--- config.mk ---
export PLATFORM = sky130hd
export DESIGN_NAME = csmc_top
export DESIGN_NICKNAME = d
export VERILOG_FILES = /design/src/hdl/csmc_pkg.sv /design/src/hdl/csmc_top.sv
export SDC_FILE = /design/constraint.sdc
export NUM_CORES = 1
export LEC_CHECK = 0
export ABC_AREA = 1
export BUFFER_PORTS_ARGS = -buffer_cell sky130_fd_sc_hd__clkbuf_2
export CAP_MARGIN = 10
export CORE_ASPECT_RATIO = 0.9
export CORE_MARGIN = 2
export CORE_UTILIZATION = 50
export DETAILED_ROUTE_END_ITERATION = 7
export PLACE_DENSITY = 0.74
export SLEW_MARGIN = 20
export SYNTH_ARGS = -nofsm -noshare
export SYNTH_HDL_FRONTEND = slang
export SYNTH_SLANG_ARGS = --single-unit
--- constraint.sdc ---
create_clock -name pclk -period 1.7 [get_ports pclk]
set_input_delay 0.17 -clock pclk [delete_from_list [all_inputs] [get_ports pclk]]
set_output_delay 0.17 -clock pclk [all_outputs]
set_load 0.01 [all_outputs]
--- src/hdl/csmc_pkg.sv ---
// Package: constants, field layouts and types of the setup mode controller
package csmc_pkg;
  // ----------------------------------------
  // Timing
  // ----------------------------------------
  localparam int CLK_HZ = 125_000_000;
  localparam int HOLD_MS = 2000;
  localparam int DEB_US = 10000;
  localparam int FLASH_MS = 250;
  localparam int HOLD_CYC = HOLD_MS * (CLK_HZ / 1000);
  localparam int DEB_CYC = DEB_US * (CLK_HZ / 1000000);
  localparam int FLASH_CYC = FLASH_MS * (CLK_HZ / 1000);
  // ----------------------------------------
  // Panel layout
  // ----------------------------------------
  localparam int NSRC = 7;
  localparam int NBTN = 19;
  localparam int B_SETUP = 0;
  localparam int B_SRC = 1;
  localparam int B_HP = 8;
  localparam int B_REC = 9;
  localparam int B_ATT = 10;
  localparam int B_STUDIO = 11;
  localparam int B_MONO = 12;
  localparam int B_COMM = 13;
  localparam int B_LVLUP = 16;
  localparam int B_REMOTE = 17;
  // ----------------------------------------
  // Register map
  // ----------------------------------------
  localparam logic [11:0] OFF_CTRL = 12'h000;
  localparam logic [11:0] OFF_STATUS = 12'h004;
  localparam logic [11:0] OFF_COMMIT = 12'h008;
  localparam logic [11:0] OFF_PEND = 12'h00c;
  localparam int CTRL_LOCK = 0;
  localparam int CTRL_NVSTORE = 1;
  localparam logic [1:0] CTRL_RST = 2'h2;
  // ----------------------------------------
  // Types
  // ----------------------------------------
  typedef enum logic [1:0] {
    ST_NORMAL = 2'b00,
    ST_ARM = 2'b01,
    ST_SETUP = 2'b11,
    ST_EXIT = 2'b10
  } csmc_state_t;
  typedef struct packed {
    logic [6:0] sens;
    logic [6:0] mono;
    logic rec_hi;
    logic [5:0] atten;
    logic studio_hp;
    logic mono_latch;
    logic auto_cancel;
    logic [2:0] comm_latch;
    logic hp_follow_cr;
  } csmc_cfg_t;
  localparam csmc_cfg_t CFG_DEFAULT = '{sens: 7'h00, mono: 7'h00, rec_hi: 1'b0, atten: 6'h04,
    studio_hp: 1'b0, mono_latch: 1'b0, auto_cancel: 1'b1, comm_latch: 3'h0, hp_follow_cr: 1'b0};
endpackage

--- src/hdl/csmc_top.sv ---
// Top: console setup mode controller with APB register slave
`timescale 1ns/10ps
`default_nettype none
module csmc_top #(
  parameter int HOLD_CYC = csmc_pkg::HOLD_CYC,
  parameter int DEB_CYC = csmc_pkg::DEB_CYC,
  parameter int FLASH_CYC = csmc_pkg::FLASH_CYC
) (
  input wire logic pclk,
  input wire logic presetn,
  input wire logic psel,
  input wire logic penable,
  input wire logic pwrite,
  input wire logic [11:0] paddr,
  input wire logic [31:0] pwdata,
  output logic [31:0] prdata,
  output logic pready,
  output logic pslverr,
  input wire logic [18:0] btn_pins,
  input wire logic pot_change,
  input wire logic nv_valid,
  input wire csmc_pkg::csmc_cfg_t nv_rdata,
  output logic nv_store,
  output csmc_pkg::csmc_cfg_t nv_wdata,
  output logic [6:0] red_led,
  output logic [6:0] green_led,
  output logic [6:0] orange_led,
  output logic setup_led,
  output logic studio_led,
  output logic mono_led,
  output logic atten_led,
  output logic [2:0] comm_led,
  output logic input7_hi_led,
  output logic rec_hi_led,
  output logic audio_mute,
  output logic cr_atten,
  output logic cr_mono,
  output logic [2:0] comm_active,
  output csmc_pkg::csmc_cfg_t active_cfg
);
  // ----------------------------------------
  // Declarations
  // ----------------------------------------
  logic [18:0] sync1_q, sync2_q, samp_q, deb_q, deb_prev_q;
  logic [31:0] deb_cnt_q, hold_cnt_q, flash_cnt_q;
  logic flash_q, loaded_q, atten_q, mono_q;
  logic [2:0] comm_lat_q, comm_prev_q;
  logic [6:0] cr_src_q;
  logic [1:0] ctrl_q;
  csmc_pkg::csmc_state_t state_q;
  csmc_pkg::csmc_cfg_t cur_q, pend_q;
  logic [18:0] press;
  logic [6:0] src_press;
  logic hp_held, rec_held, alt_held, in_setup, hold_done, dflt_combo;
  logic [2:0] comm_now;

  function automatic logic [31:0] apb_read(input logic [11:0] a, input logic [1:0] c,
      input csmc_pkg::csmc_state_t s, input logic at, input logic mo, input logic [2:0] cm,
      input csmc_pkg::csmc_cfg_t cc, input csmc_pkg::csmc_cfg_t pc);
    case (a)
      csmc_pkg::OFF_CTRL: apb_read = {30'h0, c};
      csmc_pkg::OFF_STATUS: apb_read = {25'h0, cm, mo, at, s};
      csmc_pkg::OFF_COMMIT: apb_read = {4'h0, cc};
      csmc_pkg::OFF_PEND: apb_read = {4'h0, pc};
      default: apb_read = 32'h0;
    endcase
  endfunction

  function automatic logic addr_ok(input logic [11:0] a);
    addr_ok = (a == csmc_pkg::OFF_CTRL) || (a == csmc_pkg::OFF_STATUS) ||
      (a == csmc_pkg::OFF_COMMIT) || (a == csmc_pkg::OFF_PEND);
  endfunction

  // ----------------------------------------
  // Synchronise and debounce
  // ----------------------------------------
  always_ff @(posedge pclk or negedge presetn) begin
    if (!presetn) begin
      sync1_q <= 19'h0;
      sync2_q <= 19'h0;
    end else begin
      sync1_q <= btn_pins;
      sync2_q <= sync1_q;
    end
  end

  always_ff @(posedge pclk or negedge presetn) begin
    if (!presetn) begin
      deb_cnt_q <= 32'h0;
      samp_q <= 19'h0;
      deb_q <= 19'h0;
      deb_prev_q <= 19'h0;
    end else begin
      deb_prev_q <= deb_q;
      if (deb_cnt_q >= 32'(DEB_CYC - 1)) begin
        deb_cnt_q <= 32'h0;
        samp_q <= sync2_q;
        deb_q <= (samp_q == sync2_q) ? sync2_q : deb_q;
      end else begin
        deb_cnt_q <= deb_cnt_q + 32'h1;
      end
    end
  end

  assign press = deb_q & ~deb_prev_q;
  assign src_press = press[csmc_pkg::B_SRC +: csmc_pkg::NSRC];
  assign hp_held = deb_q[csmc_pkg::B_HP];
  assign rec_held = deb_q[csmc_pkg::B_REC];
  assign alt_held = deb_q[csmc_pkg::B_LVLUP];
  assign in_setup = (state_q == csmc_pkg::ST_SETUP);
  assign dflt_combo = in_setup && hp_held && rec_held;
  assign hold_done = (hold_cnt_q >= 32'(HOLD_CYC - 1));

  // ----------------------------------------
  // Mode state machine
  // ----------------------------------------
  always_ff @(posedge pclk or negedge presetn) begin
    if (!presetn) begin
      hold_cnt_q <= 32'h0;
    end else if ((state_q == csmc_pkg::ST_ARM && deb_q[csmc_pkg::B_SETUP]) || dflt_combo) begin
      hold_cnt_q <= hold_done ? 32'h0 : hold_cnt_q + 32'h1;
    end else begin
      hold_cnt_q <= 32'h0;
    end
  end

  always_ff @(posedge pclk or negedge presetn) begin
    if (!presetn) begin
      state_q <= csmc_pkg::ST_NORMAL;
    end else begin
      case (state_q)
        csmc_pkg::ST_NORMAL: begin
          if (press[csmc_pkg::B_SETUP] && !ctrl_q[csmc_pkg::CTRL_LOCK]) begin
            state_q <= csmc_pkg::ST_ARM;
          end
        end
        csmc_pkg::ST_ARM: begin
          if (!deb_q[csmc_pkg::B_SETUP]) begin
            state_q <= csmc_pkg::ST_NORMAL;
          end else if (hold_done) begin
            state_q <= csmc_pkg::ST_SETUP;
          end
        end
        csmc_pkg::ST_SETUP: begin
          if (press[csmc_pkg::B_SETUP] || (dflt_combo && hold_done)) begin
            state_q <= csmc_pkg::ST_EXIT;
          end
        end
        csmc_pkg::ST_EXIT: state_q <= csmc_pkg::ST_NORMAL;
        default: state_q <= csmc_pkg::ST_NORMAL;
      endcase
    end
  end

  // ----------------------------------------
  // Pending and committed settings
  // ----------------------------------------
  always_ff @(posedge pclk or negedge presetn) begin
    if (!presetn) begin
      pend_q <= csmc_pkg::CFG_DEFAULT;
    end else if (state_q == csmc_pkg::ST_NORMAL && nv_valid && !loaded_q) begin
      pend_q <= nv_rdata;
    end else if (dflt_combo && hold_done) begin
      pend_q <= csmc_pkg::CFG_DEFAULT;
    end else if (in_setup && alt_held) begin
      if (hp_held && src_press[0]) begin
        pend_q.hp_follow_cr <= ~pend_q.hp_follow_cr;
      end
    end else if (in_setup) begin
      if (hp_held) begin
        pend_q.mono <= pend_q.mono ^ src_press;
      end else if (rec_held) begin
        if (src_press[0]) begin
          pend_q.rec_hi <= ~pend_q.rec_hi;
        end else if (src_press[6:1] != 6'h0) begin
          pend_q.atten <= src_press[6:1] & ~(src_press[6:1] - 6'h1);
        end
      end else begin
        pend_q.sens <= pend_q.sens ^ src_press;
      end
      if (press[csmc_pkg::B_STUDIO]) begin
        pend_q.studio_hp <= ~pend_q.studio_hp;
      end
      if (press[csmc_pkg::B_MONO]) begin
        pend_q.mono_latch <= ~pend_q.mono_latch;
      end
      if (press[csmc_pkg::B_ATT]) begin
        pend_q.auto_cancel <= ~pend_q.auto_cancel;
      end
      pend_q.comm_latch <= pend_q.comm_latch ^ press[csmc_pkg::B_COMM +: 3];
    end
  end

  always_ff @(posedge pclk or negedge presetn) begin
    if (!presetn) begin
      cur_q <= csmc_pkg::CFG_DEFAULT;
      loaded_q <= 1'b0;
      nv_store <= 1'b0;
      nv_wdata <= csmc_pkg::CFG_DEFAULT;
    end else begin
      nv_store <= 1'b0;
      if (state_q == csmc_pkg::ST_NORMAL && nv_valid && !loaded_q) begin
        cur_q <= nv_rdata;
        loaded_q <= 1'b1;
      end else if (state_q == csmc_pkg::ST_EXIT) begin
        cur_q <= pend_q;
        nv_store <= ctrl_q[csmc_pkg::CTRL_NVSTORE];
        nv_wdata <= pend_q;
      end
    end
  end

  // ----------------------------------------
  // Normal operation functions
  // ----------------------------------------
  assign comm_now = (cur_q.comm_latch & comm_lat_q) |
    (~cur_q.comm_latch & deb_q[csmc_pkg::B_COMM +: 3]) |
    {1'b0, deb_q[csmc_pkg::B_REMOTE +: 2]};

  always_ff @(posedge pclk or negedge presetn) begin
    if (!presetn) begin
      comm_lat_q <= 3'h0;
      comm_prev_q <= 3'h0;
      atten_q <= 1'b0;
      mono_q <= 1'b0;
      cr_src_q <= 7'h01;
    end else if (state_q != csmc_pkg::ST_NORMAL) begin
      comm_lat_q <= 3'h0;
      comm_prev_q <= 3'h0;
      atten_q <= 1'b0;
      mono_q <= 1'b0;
    end else begin
      comm_prev_q <= comm_now;
      comm_lat_q <= comm_lat_q ^ press[csmc_pkg::B_COMM +: 3];
      if ((comm_now & ~comm_prev_q) != 3'h0) begin
        atten_q <= 1'b1;
      end else if (press[csmc_pkg::B_ATT]) begin
        atten_q <= ~atten_q;
      end else if (pot_change && cur_q.auto_cancel) begin
        atten_q <= 1'b0;
      end
      if (cur_q.mono_latch) begin
        mono_q <= mono_q ^ press[csmc_pkg::B_MONO];
      end else begin
        mono_q <= deb_q[csmc_pkg::B_MONO];
      end
      if (src_press != 7'h0 && !hp_held) begin
        cr_src_q <= src_press & ~(src_press - 7'h1);
      end
    end
  end

  always_ff @(posedge pclk or negedge presetn) begin
    if (!presetn) begin
      flash_cnt_q <= 32'h0;
      flash_q <= 1'b0;
    end else if (flash_cnt_q >= 32'(FLASH_CYC - 1)) begin
      flash_cnt_q <= 32'h0;
      flash_q <= ~flash_q;
    end else begin
      flash_cnt_q <= flash_cnt_q + 32'h1;
    end
  end

  // ----------------------------------------
  // Outputs and LEDs
  // ----------------------------------------
  always_ff @(posedge pclk or negedge presetn) begin
    if (!presetn) begin
      red_led <= 7'h0;
      green_led <= 7'h0;
      orange_led <= 7'h0;
      setup_led <= 1'b0;
      studio_led <= 1'b0;
      mono_led <= 1'b0;
      atten_led <= 1'b0;
      comm_led <= 3'h0;
      input7_hi_led <= 1'b0;
      rec_hi_led <= 1'b0;
      audio_mute <= 1'b0;
      cr_atten <= 1'b0;
      cr_mono <= 1'b0;
      comm_active <= 3'h0;
      active_cfg <= csmc_pkg::CFG_DEFAULT;
    end else begin
      input7_hi_led <= cur_q.sens[6];
      rec_hi_led <= cur_q.rec_hi;
      active_cfg <= cur_q;
      audio_mute <= in_setup;
      setup_led <= in_setup & flash_q;
      cr_atten <= atten_q;
      cr_mono <= mono_q;
      comm_active <= comm_now;
      if (in_setup && alt_held) begin
        red_led <= 7'h0;
        green_led <= {6'h0, pend_q.hp_follow_cr};
        orange_led <= 7'h0;
        studio_led <= 1'b0;
        mono_led <= 1'b0;
        atten_led <= 1'b0;
        comm_led <= 3'h0;
      end else if (in_setup) begin
        red_led <= pend_q.sens;
        green_led <= pend_q.mono;
        orange_led <= {pend_q.atten, pend_q.rec_hi};
        studio_led <= pend_q.studio_hp;
        mono_led <= pend_q.mono_latch;
        atten_led <= pend_q.auto_cancel;
        comm_led <= pend_q.comm_latch;
      end else begin
        red_led <= cr_src_q & ~(cur_q.mono & {7{flash_q}});
        green_led <= 7'h0;
        orange_led <= 7'h0;
        studio_led <= 1'b0;
        mono_led <= mono_q;
        atten_led <= atten_q;
        comm_led <= comm_now;
      end
    end
  end

  // ----------------------------------------
  // APB slave
  // ----------------------------------------
  always_ff @(posedge pclk or negedge presetn) begin
    if (!presetn) begin
      pready <= 1'b0;
      pslverr <= 1'b0;
      prdata <= 32'h0;
      ctrl_q <= csmc_pkg::CTRL_RST;
    end else begin
      pready <= psel && penable && !pready;
      pslverr <= psel && penable && !pready && !addr_ok(paddr);
      prdata <= (psel && penable && !pready && !pwrite) ?
        apb_read(paddr, ctrl_q, state_q, atten_q, mono_q, comm_now, cur_q, pend_q) : 32'h0;
      if (psel && penable && pready && pwrite && paddr == csmc_pkg::OFF_CTRL) begin
        ctrl_q <= pwdata[1:0];
      end
    end
  end

  // ----------------------------------------
  // Assertions
  // ----------------------------------------
  property p_entry;
    @(posedge pclk) disable iff (!presetn)
      (state_q == csmc_pkg::ST_ARM ##1 state_q == csmc_pkg::ST_SETUP) |-> $past(hold_done);
  endproperty
  a_entry: assert property (p_entry) else $error("setup entered before hold time");

  property p_mute;
    @(posedge pclk) disable iff (!presetn)
      in_setup |=> audio_mute;
  endproperty
  a_mute: assert property (p_mute) else $error("audio not muted in setup");

  property p_commit;
    @(posedge pclk) disable iff (!presetn)
      in_setup |=> $stable(cur_q);
  endproperty
  a_commit: assert property (p_commit) else $error("committed settings changed in setup");

  property p_in7;
    @(posedge pclk) disable iff (!presetn)
      ##1 (input7_hi_led == $past(cur_q.sens[6]) && rec_hi_led == $past(cur_q.rec_hi));
  endproperty
  a_in7: assert property (p_in7) else $error("high-level LED not from committed value");

  property p_onehot;
    @(posedge pclk) disable iff (!presetn)
      $onehot(pend_q.atten) && $onehot(cur_q.atten);
  endproperty
  a_onehot: assert property (p_onehot) else $error("attenuation not one-hot");

  property p_remote;
    @(posedge pclk) disable iff (!presetn)
      (state_q == csmc_pkg::ST_NORMAL && deb_q[csmc_pkg::B_REMOTE]) |=> comm_active[0];
  endproperty
  a_remote: assert property (p_remote) else $error("remote contact not active");

  property p_mono_latch;
    @(posedge pclk) disable iff (!presetn)
      (state_q == csmc_pkg::ST_NORMAL && cur_q.mono_latch && press[csmc_pkg::B_MONO])
        |=> ##1 (cr_mono != $past(cr_mono));
  endproperty
  a_mono_latch: assert property (p_mono_latch) else $error("latching mono did not toggle");

  property p_sens_edge;
    @(posedge pclk) disable iff (!presetn)
      (in_setup && $past(in_setup) && $changed(pend_q.sens)) |-> ($past(src_press) != 7'h0);
  endproperty
  a_sens_edge: assert property (p_sens_edge) else $error("sensitivity changed without press");

  c_setup: cover property (@(posedge pclk) disable iff (!presetn) state_q == csmc_pkg::ST_SETUP);
  c_dflt: cover property (@(posedge pclk) disable iff (!presetn) dflt_combo && hold_done);
  c_alt: cover property (@(posedge pclk) disable iff (!presetn) in_setup && alt_held && src_press[0]);
endmodule // csmc_top
`default_nettype wire

# Yosys cells after proc, flatten, opt, wreduce, memory -nomap -nowiden
# Index checks and enable logic that the tools add are counted.
word_totals:
  regBits: 387
  out_inout_bits: 127
op_classes:
  n_addsub: 5
  n_lt_le_gt_ge: 3
  n_eq_ne: 14
  mux: 54
  bitwise: 31
  n_reduce_logical: 60
ops:
  columns: ["op", "count"]
  rows:
  - ["$mux 28", 5]
  - ["$mux 32", 4]
  - ["$pmux 28 s4", 1]
  - ["$add 32x1->32 const B", 3]
  - ["$mux 7", 11]
  - ["$mux 27", 2]
  - ["$reduce_bool 3->1", 11]
  - ["$ge 32x21->1 const B", 1]
  - ["$ge 32x25->1 const B", 1]
  - ["$ge 32x28->1 const B", 1]
  - ["$eq 12x4->1 const B", 2]
  - ["$and 7x7->7", 3]
  - ["$mux 1", 20]
  - ["$eq 19x19->1", 1]
  - ["$logic_and 1x1->1", 18]
  - ["$and 16x16->16", 1]
  - ["$not 16->16", 1]
  - ["$reduce_and 3->1", 5]
  - ["$not 7->7", 2]
  - ["$xor 7x7->7", 2]
  - ["$eq 12x3->1 const B", 1]
  - ["$logic_not 12->1", 1]
  - ["$mux 3", 4]
  - ["$mux 6", 2]
  - ["31 further kinds", 64]

# Logic depth before layout (Yosys ltp)
logic_depth:
  word_depth: 13
  ltp_mapped: 16

# Worst setup path before layout
# No wires, ideal clock.
synth_timing:
  kind: "register to register"
  startpoint: "register hold_cnt_q[0]"
  endpoint: "register pend_q[21] in the netlist's numbering"
  setup_time_ps: 117
  arrival_time_ps: 1681
  t_required_ps: 1583
  setup_slack_ps: -98
  stages_incl_launch_ff: 17
  synth_period_minus_slack_ps: 1798
  cell_sequence: "dfrtp_1 -> ha_1 -> nand2_1 -> nor2_2 -> nand2_1 -> nand2_1 -> nand2_1 -> nand2_1 -> nand2_1 -> nand2_4 -> nand2_4 -> nand3_4 -> nand2_2 -> clkinv_2 -> buf_6 -> nand3_1 -> nand2_1"
synth_via:
  elab_chain_cells: 4
  elab_cells_between_ends: 9
synth_lines:
  columns: ["item", "line_no", "text"]
  rows:
  - ["from (decl)", "csmc_top.sv:45", "logic [31:0] deb_cnt_q, hold_cnt_q, flash_cnt_q;"]
  - ["from (signal assigned)", "csmc_top.sv:121", "hold_cnt_q <= hold_done ? 32'h0 : hold_cnt_q + 32'h1;"]
  - ["$ge 32x28->1 (*)", "csmc_top.sv:112", "assign hold_done = (hold_cnt_q >= 32'(HOLD_CYC - 1));"]
  - ["$logic_and 1x1->1 (*)", "csmc_top.sv:163", "end else if (dflt_combo && hold_done) begin"]
  - ["$ne 3x3->1 (no source line) (tied with other cells)", null, null]
  - ["$reduce_and 4->1 (no source line) / $mux 28 (equally long branches)", null, null]
  - ["to (signal assigned)", "csmc_top.sv:160", "pend_q <= csmc_pkg::CFG_DEFAULT;"]
  - ["to (signal assigned)", "csmc_top.sv:162", "pend_q <= nv_rdata;"]
  - ["to (signal assigned)", "csmc_top.sv:164", "pend_q <= csmc_pkg::CFG_DEFAULT;"]
  - ["to (decl)", "csmc_top.sv:51", "csmc_pkg::csmc_cfg_t cur_q, pend_q;"]
# Every way passes the cells marked *; elsewhere a longest branch is shown, timed or not.
# A chain may end at the register's enable or synchronous reset.

# Final worst setup path
layout_timing:
  startpoint: "register deb_cnt_q[1]"
  endpoint: "register deb_q[16]"
layout_via:
  elab_chain_cells: 2
layout_lines:
  columns: ["item", "line_no", "text"]
  rows:
  - ["from (decl)", "csmc_top.sv:45", null]
  - ["from (signal assigned)", "csmc_top.sv:100", "deb_cnt_q <= deb_cnt_q + 32'h1;"]
  - ["$ge 32x21->1", "csmc_top.sv:95", "if (deb_cnt_q >= 32'(DEB_CYC - 1)) begin"]
  - ["$reduce_and 2->1 (no source line)", null, null]
  - ["to (signal assigned)", "csmc_top.sv:98", "deb_q <= (samp_q == sync2_q) ? sync2_q : deb_q;"]
  - ["to (decl)", "csmc_top.sv:44", "logic [18:0] sync1_q, sync2_q, samp_q, deb_q, deb_prev_q;"]
# Every way passes these cells.

==> impl_metrics.yaml <==
place:
  gp_congestion: 0.927
  place_ws_ns: -0.216
  hpwl_um: 28800
  io_buffers: 190
setup_path:
  end_kind: "register"
  slowest_stage: "dfrtp_1"
  cp_slowest_stage_delay_ns: 0.39
  path_cells: "ha_4 > nand3_4 > a31oi_4 > nand4_1 > nand2_1 > nand4_1 > nand2_4 > buf_12 > nand2_8 > nand2_4 > nand2_2"
  cp.required_ns: 2.12
  cp_data_arrival_time_ns: 2.31
  crit_type: "register to register"
  crit_family: "simple AND/OR/NAND/NOR gates"
  worst_setup_path_start_kind: "register"
  critPathMaxFanout: 5
  critPathBufInv: 1
cells_and_area:
  nets: 2238
  utilization_pct: 68.4
  layout-drive-gt1-share_pct: 31.5
  areaGrowthSynthToFinish_pct: 35.7
timing:
  fin_skew_ns: 0.0181
  whs_ns: 0.0101
  rsz0062_at_grt: "true"
  setup_ws_ns: -0.190
  final-max-slew-violation-count: 0
  tightestPinTransition_ns: 0.529
  period_minus_slack_ns: 1.89
  final_hold_viol_count: 0
  setup_violations: 128
  relSlewSlack_pct: 64.8
  period_share_pct: 111
  max_freq_ghz: 0.529
synthesis:
  synthTopCellsByCount: "nand2_1 (377), dfrtp_1 (374), nor2_1 (187)"
  ys_seq_area_share_pct: 60.1
  syn_area_um2: 16000
  synth_top_cell_by_area: "dfrtp_1"
  synth_area_leaders: "dfrtp_1 (58%), nand2_1 (8.8%), nor2_1 (4.4%)"
  yosysTopAreaCellShare_pct: 58.5
  yosysMostFrequentCell: "nand2_1"
  async_flop_share_pct: 100
  synth_ff_type: "dfrtp_1"
  ys_warn_count: 0
  synth_edf_count: 0
  syn-mean-instance-area_um2: 9.56
  syn_inst: 1673
  ys_types: 53
  synth_seq_cells: 384
power:
  powerDensity_nw_per_um2: 860
  p_leak_nw: 10.3
  ir_drop_v: 0.000878
cts:
  worstSkewPairLatency_ns: 0.54
  root_buffer: "clkbuf_16"
  clk_pin_slew_ns: 0.06
  clock_path_buffers: 3
  cts_tree: "built"
  numCtsBuffers: 40
  cts_num_sinks: 384
  htreeDepth: 2
die:
  rows: 62
  dieHeight_um: 174
  die-area_um2: 33400
  dieWidth_um: 193
  io-pin-count: 225
  core_um2: 31700
  initial_core_util_pct: 50.4
detailed_routing:
  drtPass1Iterations: 6
  routed_via_density: 5.24
  antenna_left: 0
  num_vias: 13500
  routed_wirelength_um: 42800
  drcViolationCount: 0
  drt_iter0_drc: 1068
  wl_per_cell_um: 16.6
status:
  status: "finished, violations left"
  violations: "setup timing"
global_route:
  grt_max_degree: 55
  track_usage_pct: 25.3
  grt_pass1_vias: 13300
  overflow: 0
  antenna_found_initial: 1
  grt_pass1_wl_um: 67200
min_path:
  hp-class: "primary input to register"
run:
  drv_cap: 0
timing repair:
item,CTS,global route
pin swaps,24,45
setup endpoints to repair,135,175
hold buffers,48,0
buffers inserted,12,17
gates cloned,6,3
resized for setup,110,106
hold endpoints to repair,210,0
power by group:
part | leakage (nW) | total (W) | internal [W] | switching [W]
Clock | 0.652 | 0.00876 | 0.00514 | 0.00362
Combinational | 4.82 | 0.000591 | 0.000250 | 0.000342
Sequential | 4.86 | 0.00932 | 0.00925 | 0.0000717
Total | 10.3 | 0.0187 | 0.0146 | 0.00403
final cells by class:
class                   count  area [µm²]
diodes                      1        2.50
clock buffers              55        1130
clock inverters            18         210
fillers                  2256       10000
inverters                 185         722
multi-input cells        1081        6170
flip-flops and latches    384        9620
well taps                 416         520
repair buffers            442        3320
repair inverters            3        26.3
flip-flops by register name (all words and copies together), names as in the netlist, 19 cells and up:
signal and count:
prdata 28, deb_q 19, deb_cnt_q 32, active_cfg 28, samp_q 19, flash_cnt_q 32, sync1_q 19, pend_q 28
sync2_q 19, hold_cnt_q 32, cur_q 28, nv_wdata 28
layer usage:
layer / global-route usage, % / part of all wire, % / vias up
met2: 41.5 / 48 / 573
met5: 0 / 0 / -
li1: - / - / 6315
met3: 4.05 / 6.9 / 100
met4: 9.41 / 3.2 / 0
met1: 34.2 / 42 / 6559
cells by family (layout without fill, tap and decap cells):
kind of cell	count (synthesis)	in the layout	share of synthesized area (%)
adders and majority gates	3	3	0.235
DFF	384	384	60.1
xor gates and xnor gates	78	78	4.27
and+or+nand+nor	795	798	22.2
AOI/OAI and AO/OA	176	176	7.04
other	1	27	0.0234
buffers and inverters	236	703	6.12
tightest hold or removal path, delay by kind of cell:
kind	cells	cell delay (ns)
simple gates	2	0.24
buf+inv	1	0.08
final timing paths:
| path | startpoint | to | slack, ns | depth (start not counted) |
|---|---|---|---|---|
| min reg2reg | sync1_q[17]$_DFF_PN0_ | sync2_q[17]$_DFF_PN0_ | 0.35 | 0 |
| min | penable | pready$_DFF_PN0_ | 0.01 | 3 |
| max | deb_cnt_q[1]$_DFF_PN0_ | deb_q[16]$_DFFE_PN0P_ | -0.19 | 11 |
| min in group asynchronous | presetn | pready$_DFF_PN0_ | 0.19 | 2 |
| max in group asynchronous | presetn | cur_q[18]$_DFFE_PN0P_ | 0.80 | 3 |
| max reg2reg | deb_cnt_q[1]$_DFF_PN0_ | deb_q[16]$_DFFE_PN0P_ | -0.19 | 11 |
layout by cell type, fill, tap and decap left out, drive strengths merged, types with 2 or more instances in the layout:
cell type / count
nand4: 20
xor2: 50
o221ai: 27
o211ai: 11
a31oi: 5
nand3: 101
nor3: 47
ha: 3
dlygate4sd3: 48
nor4: 12
o21ai: 73
or2: 5
conb: 26
nor2: 218
dfrtp: 374
buf: 203
nand2: 388
nor3b: 3
clkbuf: 246
clkinv: 15
a211oi: 2
xnor2: 28
bufinv: 3
o22ai: 39
dfstp: 10
a21oi: 17
clkinvlp: 4
inv: 184
through the flow:
stage	instances	power [W]	TNS (ns)	cell area, µm²
after floorplan	1698	0.00959	-0.511	16100
after global placement	2427	0.00997	-7.43	18800
after detailed placement	2427	0.00998	-14.58	18800
after CTS	2566	0.0188	-6.32	21200
after global routing	2585	0.0193	-30.66	21700
final	2585	0.0187	-12.38	21700
Power figures use the tool's default switching activity.
